==> src/hw/xop_pkg.sv <==
`default_nettype none
package xop_pkg;
   localparam int OPC_W = 16;
   localparam int CYC_W = 5;
   typedef enum logic [5:0] {
      OP_ILLEGAL = 6'h00, OP_CIR = 6'h01, OP_CIRU = 6'h02, OP_CHK_BYTE = 6'h03,
      OP_CHK_BYTE_U = 6'h04, OP_CHK_SIXTEEN = 6'h05, OP_CHK_SIXTEEN_U = 6'h06,
      OP_XSWORD = 6'h07, OP_XBWORD = 6'h08, OP_SSUB = 6'h09, OP_LOAD_HALF = 6'h0a,
      OP_STORE_HALF = 6'h0b, OP_LBX = 6'h0c, OP_LSX = 6'h0d, OP_DEVLB = 6'h0e,
      OP_DEVSB = 6'h0f, OP_DEVLS = 6'h10, OP_DEVSS = 6'h11, OP_DEVLW = 6'h12,
      OP_DEVSW = 6'h13, OP_DEVMOVE = 6'h14, OP_SEM_WAIT = 6'h15, OP_SEM_SIGNAL = 6'h16,
      OP_SWAPQ = 6'h17, OP_SWAPTMR = 6'h18, OP_INSERTQ = 6'h19, OP_TIMESLICE = 6'h1a,
      OP_LDSHADOW = 6'h1b, OP_STSHADOW = 6'h1c, OP_RESTART = 6'h1d,
      OP_CAUSEERR = 6'h1e, OP_IRET = 6'h1f, OP_SETTSLICE = 6'h20, OP_INTDIS = 6'h21,
      OP_INTENB = 6'h22, OP_GINTDIS = 6'h23, OP_GINTENB = 6'h24, OP_LDTRAPH = 6'h25,
      OP_LDTRAPPED = 6'h26, OP_STTRAPPED = 6'h27, OP_STTRAPH = 6'h28,
      OP_TRAPENB = 6'h29, OP_TRAPDIS = 6'h2a, OP_TRET = 6'h2b, OP_PRODID = 6'h2c,
      OP_NOP = 6'h2d, OP_CLKENB = 6'h2e, OP_CLKDIS = 6'h2f, OP_LDCLK = 6'h30,
      OP_STCLK = 6'h31
   } xop_t;
   typedef struct packed {
      xop_t             op;
      logic [CYC_W-1:0] cyc_min;
      logic [CYC_W-1:0] cyc_max;   // 0 means unspecified
      logic             variable;
   } xdec_t;
   localparam logic [CYC_W-1:0] CYC_UNSPEC = 5'h00;
endpackage : xop_pkg
`default_nettype wire

==> src/hw/xop_if.sv <==
`default_nettype none
interface xop_if;
   import xop_pkg::*;
   logic [OPC_W-1:0] opcode;
   xdec_t            dec;
   modport table_side (input opcode, output dec);
   modport user_side  (output opcode, input dec);
endinterface : xop_if
`default_nettype wire

==> src/hw/extended_opcode_decoder.sv <==
`default_nettype none
module extended_opcode_decoder
   import xop_pkg::*;
(
   input  wire logic             i_clk_sys,
   input  wire logic             i_sys_rst,
   input  wire logic             i_valid,
   input  wire logic [OPC_W-1:0] i_opcode,
   input  wire logic             i_exec_done,
   output logic                  o_ready,
   output logic                  o_issue,
   output xop_t                  o_op,
   output logic [CYC_W-1:0]      o_cyc_min,
   output logic [CYC_W-1:0]      o_cyc_max,
   output logic                  o_variable
);
   xop_if lut ();
   logic  busy;
   logic  take;

   assign lut.opcode = i_opcode;
   xop_table u_table (.bus(lut));

   ////////////////////////////////////////////////////////////////
   // an opcode is taken only when the previous one has finished
   assign take = i_valid && o_ready;

   always_ff @(posedge i_clk_sys) begin
      if (i_sys_rst) begin
         o_issue    <= 1'b0;
         o_op       <= OP_ILLEGAL;
         o_cyc_min  <= '0;
         o_cyc_max  <= '0;
         o_variable <= 1'b0;
      end else begin
         o_issue <= take;
         if (take) begin
            o_op       <= lut.dec.op;
            o_cyc_min  <= lut.dec.cyc_min;
            o_cyc_max  <= lut.dec.cyc_max;
            o_variable <= lut.dec.variable;
         end
      end
   end

   xop_busy u_busy (
      .i_clk_sys (i_clk_sys),
      .i_sys_rst (i_sys_rst),
      .i_start   (take),
      .i_cycles  (lut.dec.cyc_min),
      .i_variable(lut.dec.variable),
      .i_done    (i_exec_done),
      .o_busy    (busy)
   );

   // ready registered so the output is a flop; lags busy by design
   always_ff @(posedge i_clk_sys) begin
      if (i_sys_rst) o_ready <= 1'b1;
      else o_ready <= !busy && !take;
   end
endmodule : extended_opcode_decoder
`default_nettype wire

==> src/hw/xop_busy.sv <==
`default_nettype none
module xop_busy
   import xop_pkg::*;
(
   input  wire logic             i_clk_sys,
   input  wire logic             i_sys_rst,
   input  wire logic             i_start,
   input  wire logic [CYC_W-1:0] i_cycles,
   input  wire logic             i_variable,
   input  wire logic             i_done,
   output logic                  o_busy
);
   logic [CYC_W-1:0] left;
   logic             wait_done;

   // fixed counts count down; ranged ones wait for completion, then count down the rest of cyc_min
   always_ff @(posedge i_clk_sys) begin
      if (i_sys_rst) begin
         left      <= '0;
         wait_done <= 1'b0;
      end else if (i_start) begin
         left      <= i_cycles - 5'h01;
         wait_done <= i_variable;
      end else if (wait_done) begin
         if (i_done) wait_done <= 1'b0;
      end else if (left != '0) begin
         left <= left - 5'h01;
      end
   end
   assign o_busy = wait_done || (left != '0);
endmodule : xop_busy
`default_nettype wire

==> src/hw/xop_table.sv <==
`default_nettype none
module xop_table
   import xop_pkg::*;
(
   xop_if.table_side bus
);
   // pure lookup: opcode to operation and cycle bounds
   function automatic xdec_t mk(input xop_t o, input int lo, input int hi);
      xdec_t d;
      d.op       = o;
      d.cyc_min  = lo[CYC_W-1:0];
      d.cyc_max  = hi[CYC_W-1:0];
      d.variable = (lo != hi);
      return d;
   endfunction : mk

   always_comb begin
      case (bus.opcode)
         16'h2cf7: bus.dec = mk(OP_CIR, 3, 3);
         16'h2cfc: bus.dec = mk(OP_CIRU, 3, 3);
         16'h2bfa: bus.dec = mk(OP_CHK_BYTE, 3, 3);
         16'h2bfb: bus.dec = mk(OP_CHK_BYTE_U, 2, 2);
         16'h2ffa: bus.dec = mk(OP_CHK_SIXTEEN, 3, 3);
         16'h2ffb: bus.dec = mk(OP_CHK_SIXTEEN_U, 2, 2);
         16'h2ff8: bus.dec = mk(OP_XSWORD, 3, 3);
         16'h2bf8: bus.dec = mk(OP_XBWORD, 3, 3);
         16'h2cf1: bus.dec = mk(OP_SSUB, 1, 1);
         16'h2cfa: bus.dec = mk(OP_LOAD_HALF, 1, 1);
         16'h2cf8: bus.dec = mk(OP_STORE_HALF, 2, 2);
         16'h2bf9: bus.dec = mk(OP_LBX, 1, 1);
         16'h2ff9: bus.dec = mk(OP_LSX, 1, 1);
         16'h2ff0: bus.dec = mk(OP_DEVLB, 3, 3);
         16'h2ff1: bus.dec = mk(OP_DEVSB, 3, 3);
         16'h2ff2: bus.dec = mk(OP_DEVLS, 3, 3);
         16'h2ff3: bus.dec = mk(OP_DEVSS, 3, 3);
         16'h2ff4: bus.dec = mk(OP_DEVLW, 3, 3);
         16'h2ff5: bus.dec = mk(OP_DEVSW, 3, 3);
         16'h62f4: bus.dec = mk(OP_DEVMOVE, 1, 0);
         16'h60f5: bus.dec = mk(OP_SEM_WAIT, 5, 11);
         16'h60f4: bus.dec = mk(OP_SEM_SIGNAL, 7, 12);
         16'h60f0: bus.dec = mk(OP_SWAPQ, 4, 4);
         16'h60f1: bus.dec = mk(OP_SWAPTMR, 5, 5);
         16'h60f2: bus.dec = mk(OP_INSERTQ, 3, 4);
         16'h60f3: bus.dec = mk(OP_TIMESLICE, 3, 4);
         16'h60fc: bus.dec = mk(OP_LDSHADOW, 6, 31);
         16'h60fd: bus.dec = mk(OP_STSHADOW, 6, 17);
         16'h62fe: bus.dec = mk(OP_RESTART, 20, 20);
         16'h62ff: bus.dec = mk(OP_CAUSEERR, 7, 8);
         16'h61ff: bus.dec = mk(OP_IRET, 3, 11);
         16'h2bf0: bus.dec = mk(OP_SETTSLICE, 2, 2);
         16'h2cf4: bus.dec = mk(OP_INTDIS, 2, 2);
         16'h2cf5: bus.dec = mk(OP_INTENB, 2, 2);
         16'h2cfd: bus.dec = mk(OP_GINTDIS, 5, 5);
         16'h2cfe: bus.dec = mk(OP_GINTENB, 5, 5);
         16'h26fe: bus.dec = mk(OP_LDTRAPH, 12, 12);
         16'h2cf6: bus.dec = mk(OP_LDTRAPPED, 12, 12);
         16'h2cfb: bus.dec = mk(OP_STTRAPPED, 12, 12);
         16'h26ff: bus.dec = mk(OP_STTRAPH, 12, 12);
         16'h60f7: bus.dec = mk(OP_TRAPENB, 4, 4);
         16'h60f6: bus.dec = mk(OP_TRAPDIS, 4, 4);
         16'h60fb: bus.dec = mk(OP_TRET, 8, 10);
         16'h68fc: bus.dec = mk(OP_PRODID, 1, 1);
         16'h63f0: bus.dec = mk(OP_NOP, 1, 1);
         16'h64ff: bus.dec = mk(OP_CLKENB, 2, 2);
         16'h64fe: bus.dec = mk(OP_CLKDIS, 2, 2);
         16'h64fd: bus.dec = mk(OP_LDCLK, 2, 2);
         16'h64fc: bus.dec = mk(OP_STCLK, 2, 2);
         default:  bus.dec = mk(OP_ILLEGAL, 1, 1);
      endcase
   end
endmodule : xop_table
`default_nettype wire

==> config.mk <==
export PLATFORM = sky130hd
export DESIGN_NAME = extended_opcode_decoder
export DESIGN_NICKNAME = d
export VERILOG_FILES = /design/src/hw/xop_pkg.sv /design/src/hw/xop_if.sv /design/src/hw/extended_opcode_decoder.sv /design/src/hw/xop_busy.sv /design/src/hw/xop_table.sv
export SDC_FILE = /design/constraint.sdc
export NUM_CORES = 1
export LEC_CHECK = 0
export BUFFER_PORTS_ARGS = -buffer_cell sky130_fd_sc_hd__buf_2
export CAP_MARGIN = 10
export CORE_ASPECT_RATIO = 1.4
export CORE_MARGIN = 2
export CORE_UTILIZATION = 52
export CTS_CLUSTER_DIAMETER = 40
export DETAILED_ROUTE_END_ITERATION = 6
export PLACE_DENSITY = 0.84
export RECOVER_POWER = 25
export SYNTH_ARGS = -nofsm -noshare
export SYNTH_HDL_FRONTEND = slang
export SYNTH_SLANG_ARGS = --single-unit
==> constraint.sdc <==
create_clock -name i_clk_sys -period 3 [get_ports i_clk_sys]
set_input_delay 0.6 -clock i_clk_sys [delete_from_list [all_inputs] [get_ports i_clk_sys]]
set_output_delay 0.6 -clock i_clk_sys [all_outputs]
set_load 0.02 [all_outputs]
== After elaboration in Yosys (flattened, before gate mapping) ==
Cells that the tools add are included.
Widths: inputs -> output; s select.
Word-level totals
  register bits after elaboration: 25
  latch bits: 0
  bits in writable memories: 0
  memory bits (read-only): 0
  output and inout port bits: 19
  memories: 0
Cells by class
  $add $sub $neg: 2
  multiply operators: 0
  divide/modulo/power cells: 0
  order comparisons: 0
  equality and inequality tests: 50
  shift-type cells: 0
  multiplexer cells: 7
  bitwise gates (word level): 0
  reductions and logical operators: 8
Operators with widths (count)
  $pmux 17 s49: 1
  $eq 16x14->1 const B: 28
  $eq 16x15->1 const B: 21
  $mux 5: 3
  $sub 5x1->5 const B: 2
  $reduce_bool 5->1: 1
  $mux 1: 3
  $logic_and 1x1->1: 2
  $logic_not 1->1: 2
  $ne 2x2->1 const B: 1
  $reduce_and 2->1: 1
  $reduce_bool 2->1: 1
  $logic_or 1x1->1: 1

== Depth between registers and ports, before layout ==
Gate-level depths: netlist of the first run.
  word-level depth: 4
  depth in mapped cells: 13
  depth with buffers taken out: 11

== Hierarchy ==
Synthesis of the first run repeated with hierarchy kept, for this count alone.
Unflattened totals
  cell total of the unflattened synthesis: 341
  area, all modules: 2721.4 um^2
By module, submodules not included
  xop_table: times used 1, cells an instance 214, area each 1451.4 um^2, sequential area each 0.0 um^2
  extended_opcode_decoder: times used 1, cells an instance 83, area each 880.8 um^2, sequential area each 380.4 um^2
  xop_busy: times used 1, cells an instance 44, area each 389.1 um^2, sequential area each 120.1 um^2

== Worst setup path before layout of the first run ==
No wires, ideal clock.
  kind: input to register
  start point: input port i_opcode[2]
  end point: register u_busy.left[4]
  setup time: 0.074 ns
  arrival time: 2.930 ns
  setup slack: -0.004 ns
  stages on the path: 12
  buffers on the path: 1
  cell sequence: buf_2 -> and2_1 -> a32oi_1 -> nor2_1 -> a311o_1 -> nor4_1 -> a31oi_1 -> inv_1 -> ha_1 -> o21ai_0 -> or3_1 -> a31oi_1
Between the ends
  cells in the longest elaborated chain, start to end: 4
  elaborated cells between the ends (all ways): 52
Ends and longest elaborated chain
  from (decl): line extended_opcode_decoder.sv:8  | input wire logic [OPC_W-1:0] i_opcode,
  $eq 16x15->1 or $eq 16x14->1 (tied branches): line xop_table.sv:18  | case (bus.opcode)
  $pmux 17 s49 *: line xop_table.sv:18
  $sub 5x1->5 *: line xop_busy.sv:22  | left <= i_cycles - 5'h01;
  $mux 5 *: line xop_busy.sv:21  | end else if (i_start) begin
  to (signal assigned): line xop_busy.sv:22
  to (signal assigned): line xop_busy.sv:27  | left <= left - 5'h01;
  to (decl): line xop_busy.sv:13  | logic [CYC_W-1:0] left;
Mark *: on every way between the ends. The rest lies on a longest branch, timed or not.
A chain may end at the register's enable or synchronous reset.

== Final worst setup path of the first run ==
  start point: input port i_opcode[12]
  end point: register u_busy.left[4]
Same word-level chain as after synthesis.

==> results.md, run 1 <==
- Status: completed
- Initial DRC Count: 321
- Largest net degree at the start of global routing: 26
- M2 GR Usage: 0.6335
- Mapped Area: 2430 um2
- Crit end category: flip-flop
- Final Setup Violations: 0
- Area after DPL: 3298 um2
- Power per Cell Area: 385.0 nW/um2
- GRT Overall Usage: 0.3669
- Hold-fix buffers at CTS: 0
- Final instance area: 3357 um2
- Clk pwr share: 0.153
- Post-synth EDFFs: 0
- Critical path type: input port to flip-flop
- Initial antenna violation count: 0
- WP data required: 3200 ps
- Async SR Flop Fraction: 0
- Layout fillers: 395
- Remaining DRCs: 0
- Syn Area/Cell: 7.168 um2
- VDD IR-drop max: 0.1814 mV
- IO Count: 39
- Final min period: 2947 ps
- MaxCap Viol Count: 0
- Clk buf depth: 2
- Crit Path Max Fanout: 6
- Die Wd: 61.77 um
- Layout area overhead: 38.16%
- Count leader, synth: nor2_1
- Gate Count Post-Synth: 339
- Post-DP HPWL: 7803 um
- # diodes: 0
- Routed Antenna Nets: 0
- Pre-Repair DR Iteration Count: 5
- Comb pwr share: 0.495
- Sw frac: 0.4082
- Cell taking the most area after synthesis: dfxtp_1
- Synth warn: 0
- Core footprint: 4499 um2
- CTS tree: done
- Fin worst setup slack: 52.85 ps
- FMAX: 0.3393 GHz
- Yosys reg bits: 25
- Root Buffer: clkbuf_8
- Share of post-route cells with drive strength above 1: 0.3377
- Clk sinks: 25
- Num CTS Buffers: 3
- Slew headroom: 0.5411
- First-pass GRT wire length: 14480 um
- Met1 Use GR: 0.3996
- Register-to-Register Path Depth: 8
- Die ar.: 5243 um2
- Seq/Total Area, Yosys: 0.2060
- Clk_lat worst skew: 270 ps
- Vias: 3283
- Die Y: 84.88 um
- Pleak: 1.424 nW
- Pre-CTS WS: -273.7 ps
- Busiest grt layer: met2
- Layout Nets: 478
- H-tree levels: 1
- Initial Util: 0.5400
- Switching power: 0.5276 mW
- Hold path cells: 2
- Via/cell ratio: 6.338
- Post-synth top area share: 0.2060
- CP Launch Type: input port
- Synth area leaders: dfxtp_1 (21%), nor2_1 (6.8%), nand2_1 (5.4%)
- Synth top cells by count: nor2_1 (44), nand2_1 (35), dfxtp_1 (25)
- Total gr overflow: 0
- Post-CTS Setup Inserts: 0
- Syn nets: 360
- Routability-driven placement congestion ratio: 1.058
- Max-slew violation count: 0
- Worst slew pin tran: 688.4 ps
- Clock transition at path regs: 90 ps
- Setup Skew: 9.976 ps
- Vias in the first global route: 3148
- Internal power: 0.7648 mW
- GR Layer Usage met3: 0.03659
- Worst Hold Class: flip-flop to flip-flop
- Sequential power share: 0.352
- I/O Buffers: 38
- Crit path DAT: 3150 ps
- Most used DFF post-synth: dfxtp_1
- Final Cycle Share: 0.9824
- Post-Route WL: 9463 um
- Final Hold Viols: 0
- # rows: 29
- Unique masters post-synth: 72
- Mean routed wirelength per cell: 18.27 um
## final cells by class
class / count / area, um2 / area share
Clock buffer: 4 / 45.04 / 0.01342
Inverter: 8 / 30.03 / 0.008945
Multi-Input combinational cell: 279 / 1760 / 0.5244
Sequential cell: 25 / 500.5 / 0.1491
Tap cell: 62 / 77.57 / 0.02311
Timing Repair Buffer: 140 / 943.4 / 0.2810
## path summary, 6_finish.rpt
check             slack (ps)                     endpoint                  from
setup / recovery          50  u_busy.left[4]$_SDFFE_PP0P_          i_opcode[12]
hold / removal           450         o_op[1]$_SDFFE_PP0P_  o_op[1]$_SDFFE_PP0P_
setup reg to reg         740  u_busy.left[4]$_SDFFE_PP0P_    o_ready$_SDFF_PP1_
hold reg to reg          450         o_op[1]$_SDFFE_PP0P_  o_op[1]$_SDFFE_PP0P_
## timing repair
item,CTS,global route
hold endpoints to repair,0,0
endpoints found under the setup margin,0,2
gates resized for setup,0,7
## registers in the layout, summed over array words and instances, names as in the netlist
register / count
u_busy.wait_done: 1
o_op: 6
o_issue: 1
o_ready: 1
u_busy.left: 5
o_cyc_max: 5
o_variable: 1
o_cyc_min: 5
## routing by layer
layer  share of wire  vias to the layer above
met2            0.51                      175
met4           0.066                        0
li1                -                     1541
met1            0.37                     1515
met5               0                        -
met3           0.054                       52
## power by group through the flow
| stage | clock network, mW | registers (mW) | logic [mW] |
|---|---|---|---|
| 3_5_place_dp | 0 | 0.459 | 0.632 |
| 4_1_cts | 0.199 | 0.451 | 0.633 |
| 2_1_floorplan | 0 | 0.494 | 0.364 |
| 5_1_grt | 0.208 | 0.461 | 0.698 |
| 6_report | 0.198 | 0.455 | 0.639 |
| 3_3_place_gp | 0 | 0.452 | 0.612 |
## worst max-delay path, cell delays in order
cell and delay, ps:
buf_2 100, or4b_4 570, or2_2 350, o32ai_1 360
buf_4 190, nor4_2 50, a31oi_1 230, inv_1 80
ha_2 190, o21ai_1 110, o311ai_1 120, a31oi_1 190
## metrics by stage
stage	total power [mW]	hold WS [ps]	util	std cells	setup TNS, ps
after floorplan	0.8576	458.7	-	339	0
after global placement	1.064	436.2	0.7330	514	-468.9
after detailed placement	1.090	444.3	0.7330	514	-628.1
after CTS	1.283	453.6	0.7430	518	0
after global routing	1.367	484.7	0.7461	518	-7.724
final	1.292	450.4	0.7461	518	0
## logic make-up (layout without fill, tap and decap cells)
logic type                 after synthesis  after routing  share of synthesized area
buffers and inverters                   35            152                    0.08290
xor gates and xnor gates                 2              2                   0.007210
and+or+nand+nor                        175            175                     0.4006
AOI/OAI and AO/OA                      100            100                     0.2940
adders and majority gates                1              1                   0.005149
muxes                                    1              1                   0.004120
DFF                                     25             25                     0.2060
## cells in the final DEF, fill, tap and decap left out, types with 10 or more instances in the layout
cell type / instances
a31oi_1: 10
nand2_1: 35
o21ai_0: 14
clkbuf_1: 11
buf_4: 101
nor2_1: 44
nand3_1: 10
nor3_1: 18
a21oi_1: 16
buf_2: 28
dfxtp_1: 25
Power figures use the tool's default switching activity.
==> run 2, diff against run 1 <==
--- a/config.mk
+++ b/config.mk
@@ -14,6 +14,7 @@
 export DETAILED_ROUTE_END_ITERATION = 6
 export PLACE_DENSITY = 0.84
 export RECOVER_POWER = 25
+export SETUP_SLACK_MARGIN = 0.2
 export SYNTH_ARGS = -nofsm -noshare
 export SYNTH_HDL_FRONTEND = slang
 export SYNTH_SLANG_ARGS = --single-unit
==> run 2 against run 1 <==
Sequential cell count unchanged. Critical path depth increased by 1. Die area unchanged. Worst hold slack improved by 11 ps. Sequential power about the same. Utilization increased by 2.6 points. Sequential share of layout area decreased by 0.50 points. Via count about the same. Final area increased by 3.5%. Total power increased by 6.2%. Critical path type unchanged. Highest routed layer unchanged.
==> results.md, run 2 (same netlist as run 1, synthesis figures left out) <==
- Die Y: 84.88 um (unchanged)
- Routed Antenna Nets: 0 (unchanged)
- Final Setup Violations: 0 (unchanged)
- # diodes: 0 (unchanged)
- WP data required: 3210 ps (about the same)
- Most common cell after layout, fill and taps aside: buf_4
- Initial Util: 0.5400 (unchanged)
- Final Cycle Share: 0.9438 (-0.03858)
- Layout Nets: 457 (-4.4%)
- Post-Route WL: 10130 um (+7.0%)
- Final instance area: 3475 um2 (+3.5%)
- Post-route setup TNS: 0 ps (unchanged)
- Area after DPL: 3228 um2 (-2.1%)
- Total chip power: 1.372 mW (+6.2%)
- Post-DP HPWL: 7887 um (+1.1%)
- Max reg flops: 6 (unchanged)
- Slew headroom: 0.4904 (-0.05068)
- GRT Overall Usage: 0.3876 (+0.02076)
- RSZ-0062 raised after global routing: true
- Clk sinks: 25 (unchanged)
- Pre-Repair DR Iteration Count: 5 (unchanged)
- Max-slew violation count: 0 (unchanged)
- Initial antenna violation count: 0 (unchanged)
- Commonest non-fill, non-tap cells in the layout: buf_4 (75), nor2_1 (43), nand2_1 (33)
- Routability-driven placement congestion ratio: 1.101 (+4.0%)
- IO Count: 39 (unchanged)
- Clk buf depth: 2 (unchanged)
- FMAX: 0.3532 GHz (+4.1%)
- Initial DRC Count: 336 (+4.7%)
- Crit Path Max Fanout: 8 (+2)
- I/O Buffers: 38 (unchanged)
- Status: completed
- Total gr overflow: 0 (unchanged)
- Largest Register: o_op
- First-pass GRT wire length: 15300 um (+5.7%)
- Die ar.: 5243 um2 (unchanged)
- Worst slew pin tran: 758.6 ps (+70.18 ps)
- Mean routed wirelength per cell: 20.38 um (+12%)
- Via/cell ratio: 6.610 (+4.3%)
- CP Launch Type: input port
- Final Hold Viols: 0 (unchanged)
- VDD IR-drop max: 0.2151 mV (+19%)
- Setup Skew: 3.574 ps (-6.402 ps)
- Clock transition at path regs: 90 ps (about the same)
- Share of post-route cells with drive strength above 1: 0.3586 (+0.02090)
- Worst Hold Class: flip-flop to flip-flop
- CTS tree: done
- Die Wd: 61.77 um (unchanged)
- Core footprint: 4499 um2 (unchanged)
- Power per Cell Area: 394.9 nW/um2 (+2.6%)
- MaxCap Viol Count: 0 (unchanged)
- Num CTS Buffers: 3 (unchanged)
- Hold-fix buffers at CTS: 0 (unchanged)
- Crit path DAT: 3040 ps (-110 ps)
- Vias in the first global route: 3114 (-1.1%)
- Remaining DRCs: 0 (unchanged)
- Final min period: 2831 ps (-115.7 ps)
- Largest net degree at the start of global routing: 26 (unchanged)
- Hold_ws: 461.2 ps (+10.76 ps)
- # rows: 29 (unchanged)
- Root Buffer: clkbuf_8
- Pleak: 1.402 nW (-1.5%)
- Critical path type: input port to flip-flop
- Vias: 3285 (+0.061%)
- Layout area overhead: 43.00%
- H-tree levels: 1 (unchanged)
- Crit end category: flip-flop
- Clk_lat worst skew: 270 ps (about the same)
==> run 2: cell count changes in the layout (fill, tap and decap cells not counted), moves of 2 or more <==
cell | before | now
nor4_4 | 1 | 3
a32oi_2 | 0 | 2
nand2_1 | 35 | 33
o21ai_2 | 0 | 2
a32oi_1 | 4 | 2
buf_2 | 28 | 20
nor4b_2 | 0 | 2
nand2_2 | 0 | 2
buf_4 | 101 | 75
buf_6 | 0 | 11
o32ai_1 | 3 | 1
nor4b_1 | 7 | 4
==> run 2: worst max-delay path, stage by stage <==
cell and delay [ps]:
buf_2 100, buf_4 130, and4bb_4 390, nand2_2 110, or4_4 470, and3_4 200, nand3_4 100, a31oi_4 100
inv_2 90, ha_4 140, o21ai_2 60, or3_1 370, a31oi_1 170
==> run 2: per-stage QoR <==
| stage | cells | utilization | worst slack (ps) |
|---|---|---|---|
| after CTS | 494 | 0.7314 | 236.2 |
| after floorplan | 339 | - | 201.9 |
| after detailed placement | 490 | 0.7175 | -129.6 |
| after global placement | 490 | 0.7175 | -132.5 |
| after global routing | 497 | 0.7722 | 57.52 |
| final | 497 | 0.7722 | 168.6 |
==> run 2: per-layer routing <==
layer | vias to the layer above | track usage | wire, um
li1 | 1495 | - | -
met1 | 1509 | 0.4345 | 3700
met2 | 212 | 0.6612 | 5090
met3 | 69 | 0.04116 | 613
met4 | 0 | 0.2456 | 724
met5 | - | 0 | 0
==> run 2: worst paths after layout <==
kind                             startpoint                           to  slack, ps  cells after the start
hold / removal    o_cyc_min[4]$_SDFFE_PP0P_    o_cyc_min[4]$_SDFFE_PP0P_        460                      2
hold reg to reg   o_cyc_min[4]$_SDFFE_PP0P_    o_cyc_min[4]$_SDFFE_PP0P_        460                      2
setup reg to reg         o_ready$_SDFF_PP1_  u_busy.left[3]$_SDFFE_PP0P_        620                      7
setup / recovery               i_opcode[12]  u_busy.left[4]$_SDFFE_PP0P_        170                     13
==> run 2: cell type report <==
cell class / count / area (um2)
clock buffers: 3 / 41.29
clock inverters: 1 / 7.507
fillers: 360 / 1025
inverters: 8 / 30.03
multi-input cells: 279 / 1967
flip-flops and latches: 25 / 500.5
well taps: 62 / 77.57
repair buffers: 119 / 850.8
==> run 2: timing repair <==
action,in CTS,in global routing
resized for setup,3,48
pin swaps,0,12
buffers inserted,0,3
endpoints found under the setup margin,3,4
==> run 2: power by group <==
group	leakage [nW]	switching, mW	internal, mW	total (mW)
logic	1.17	0.407	0.305	0.712
clock network	0.0217	0.111	0.0943	0.205
registers	0.205	0.0542	0.401	0.455
total	1.40	0.572	0.800	1.37
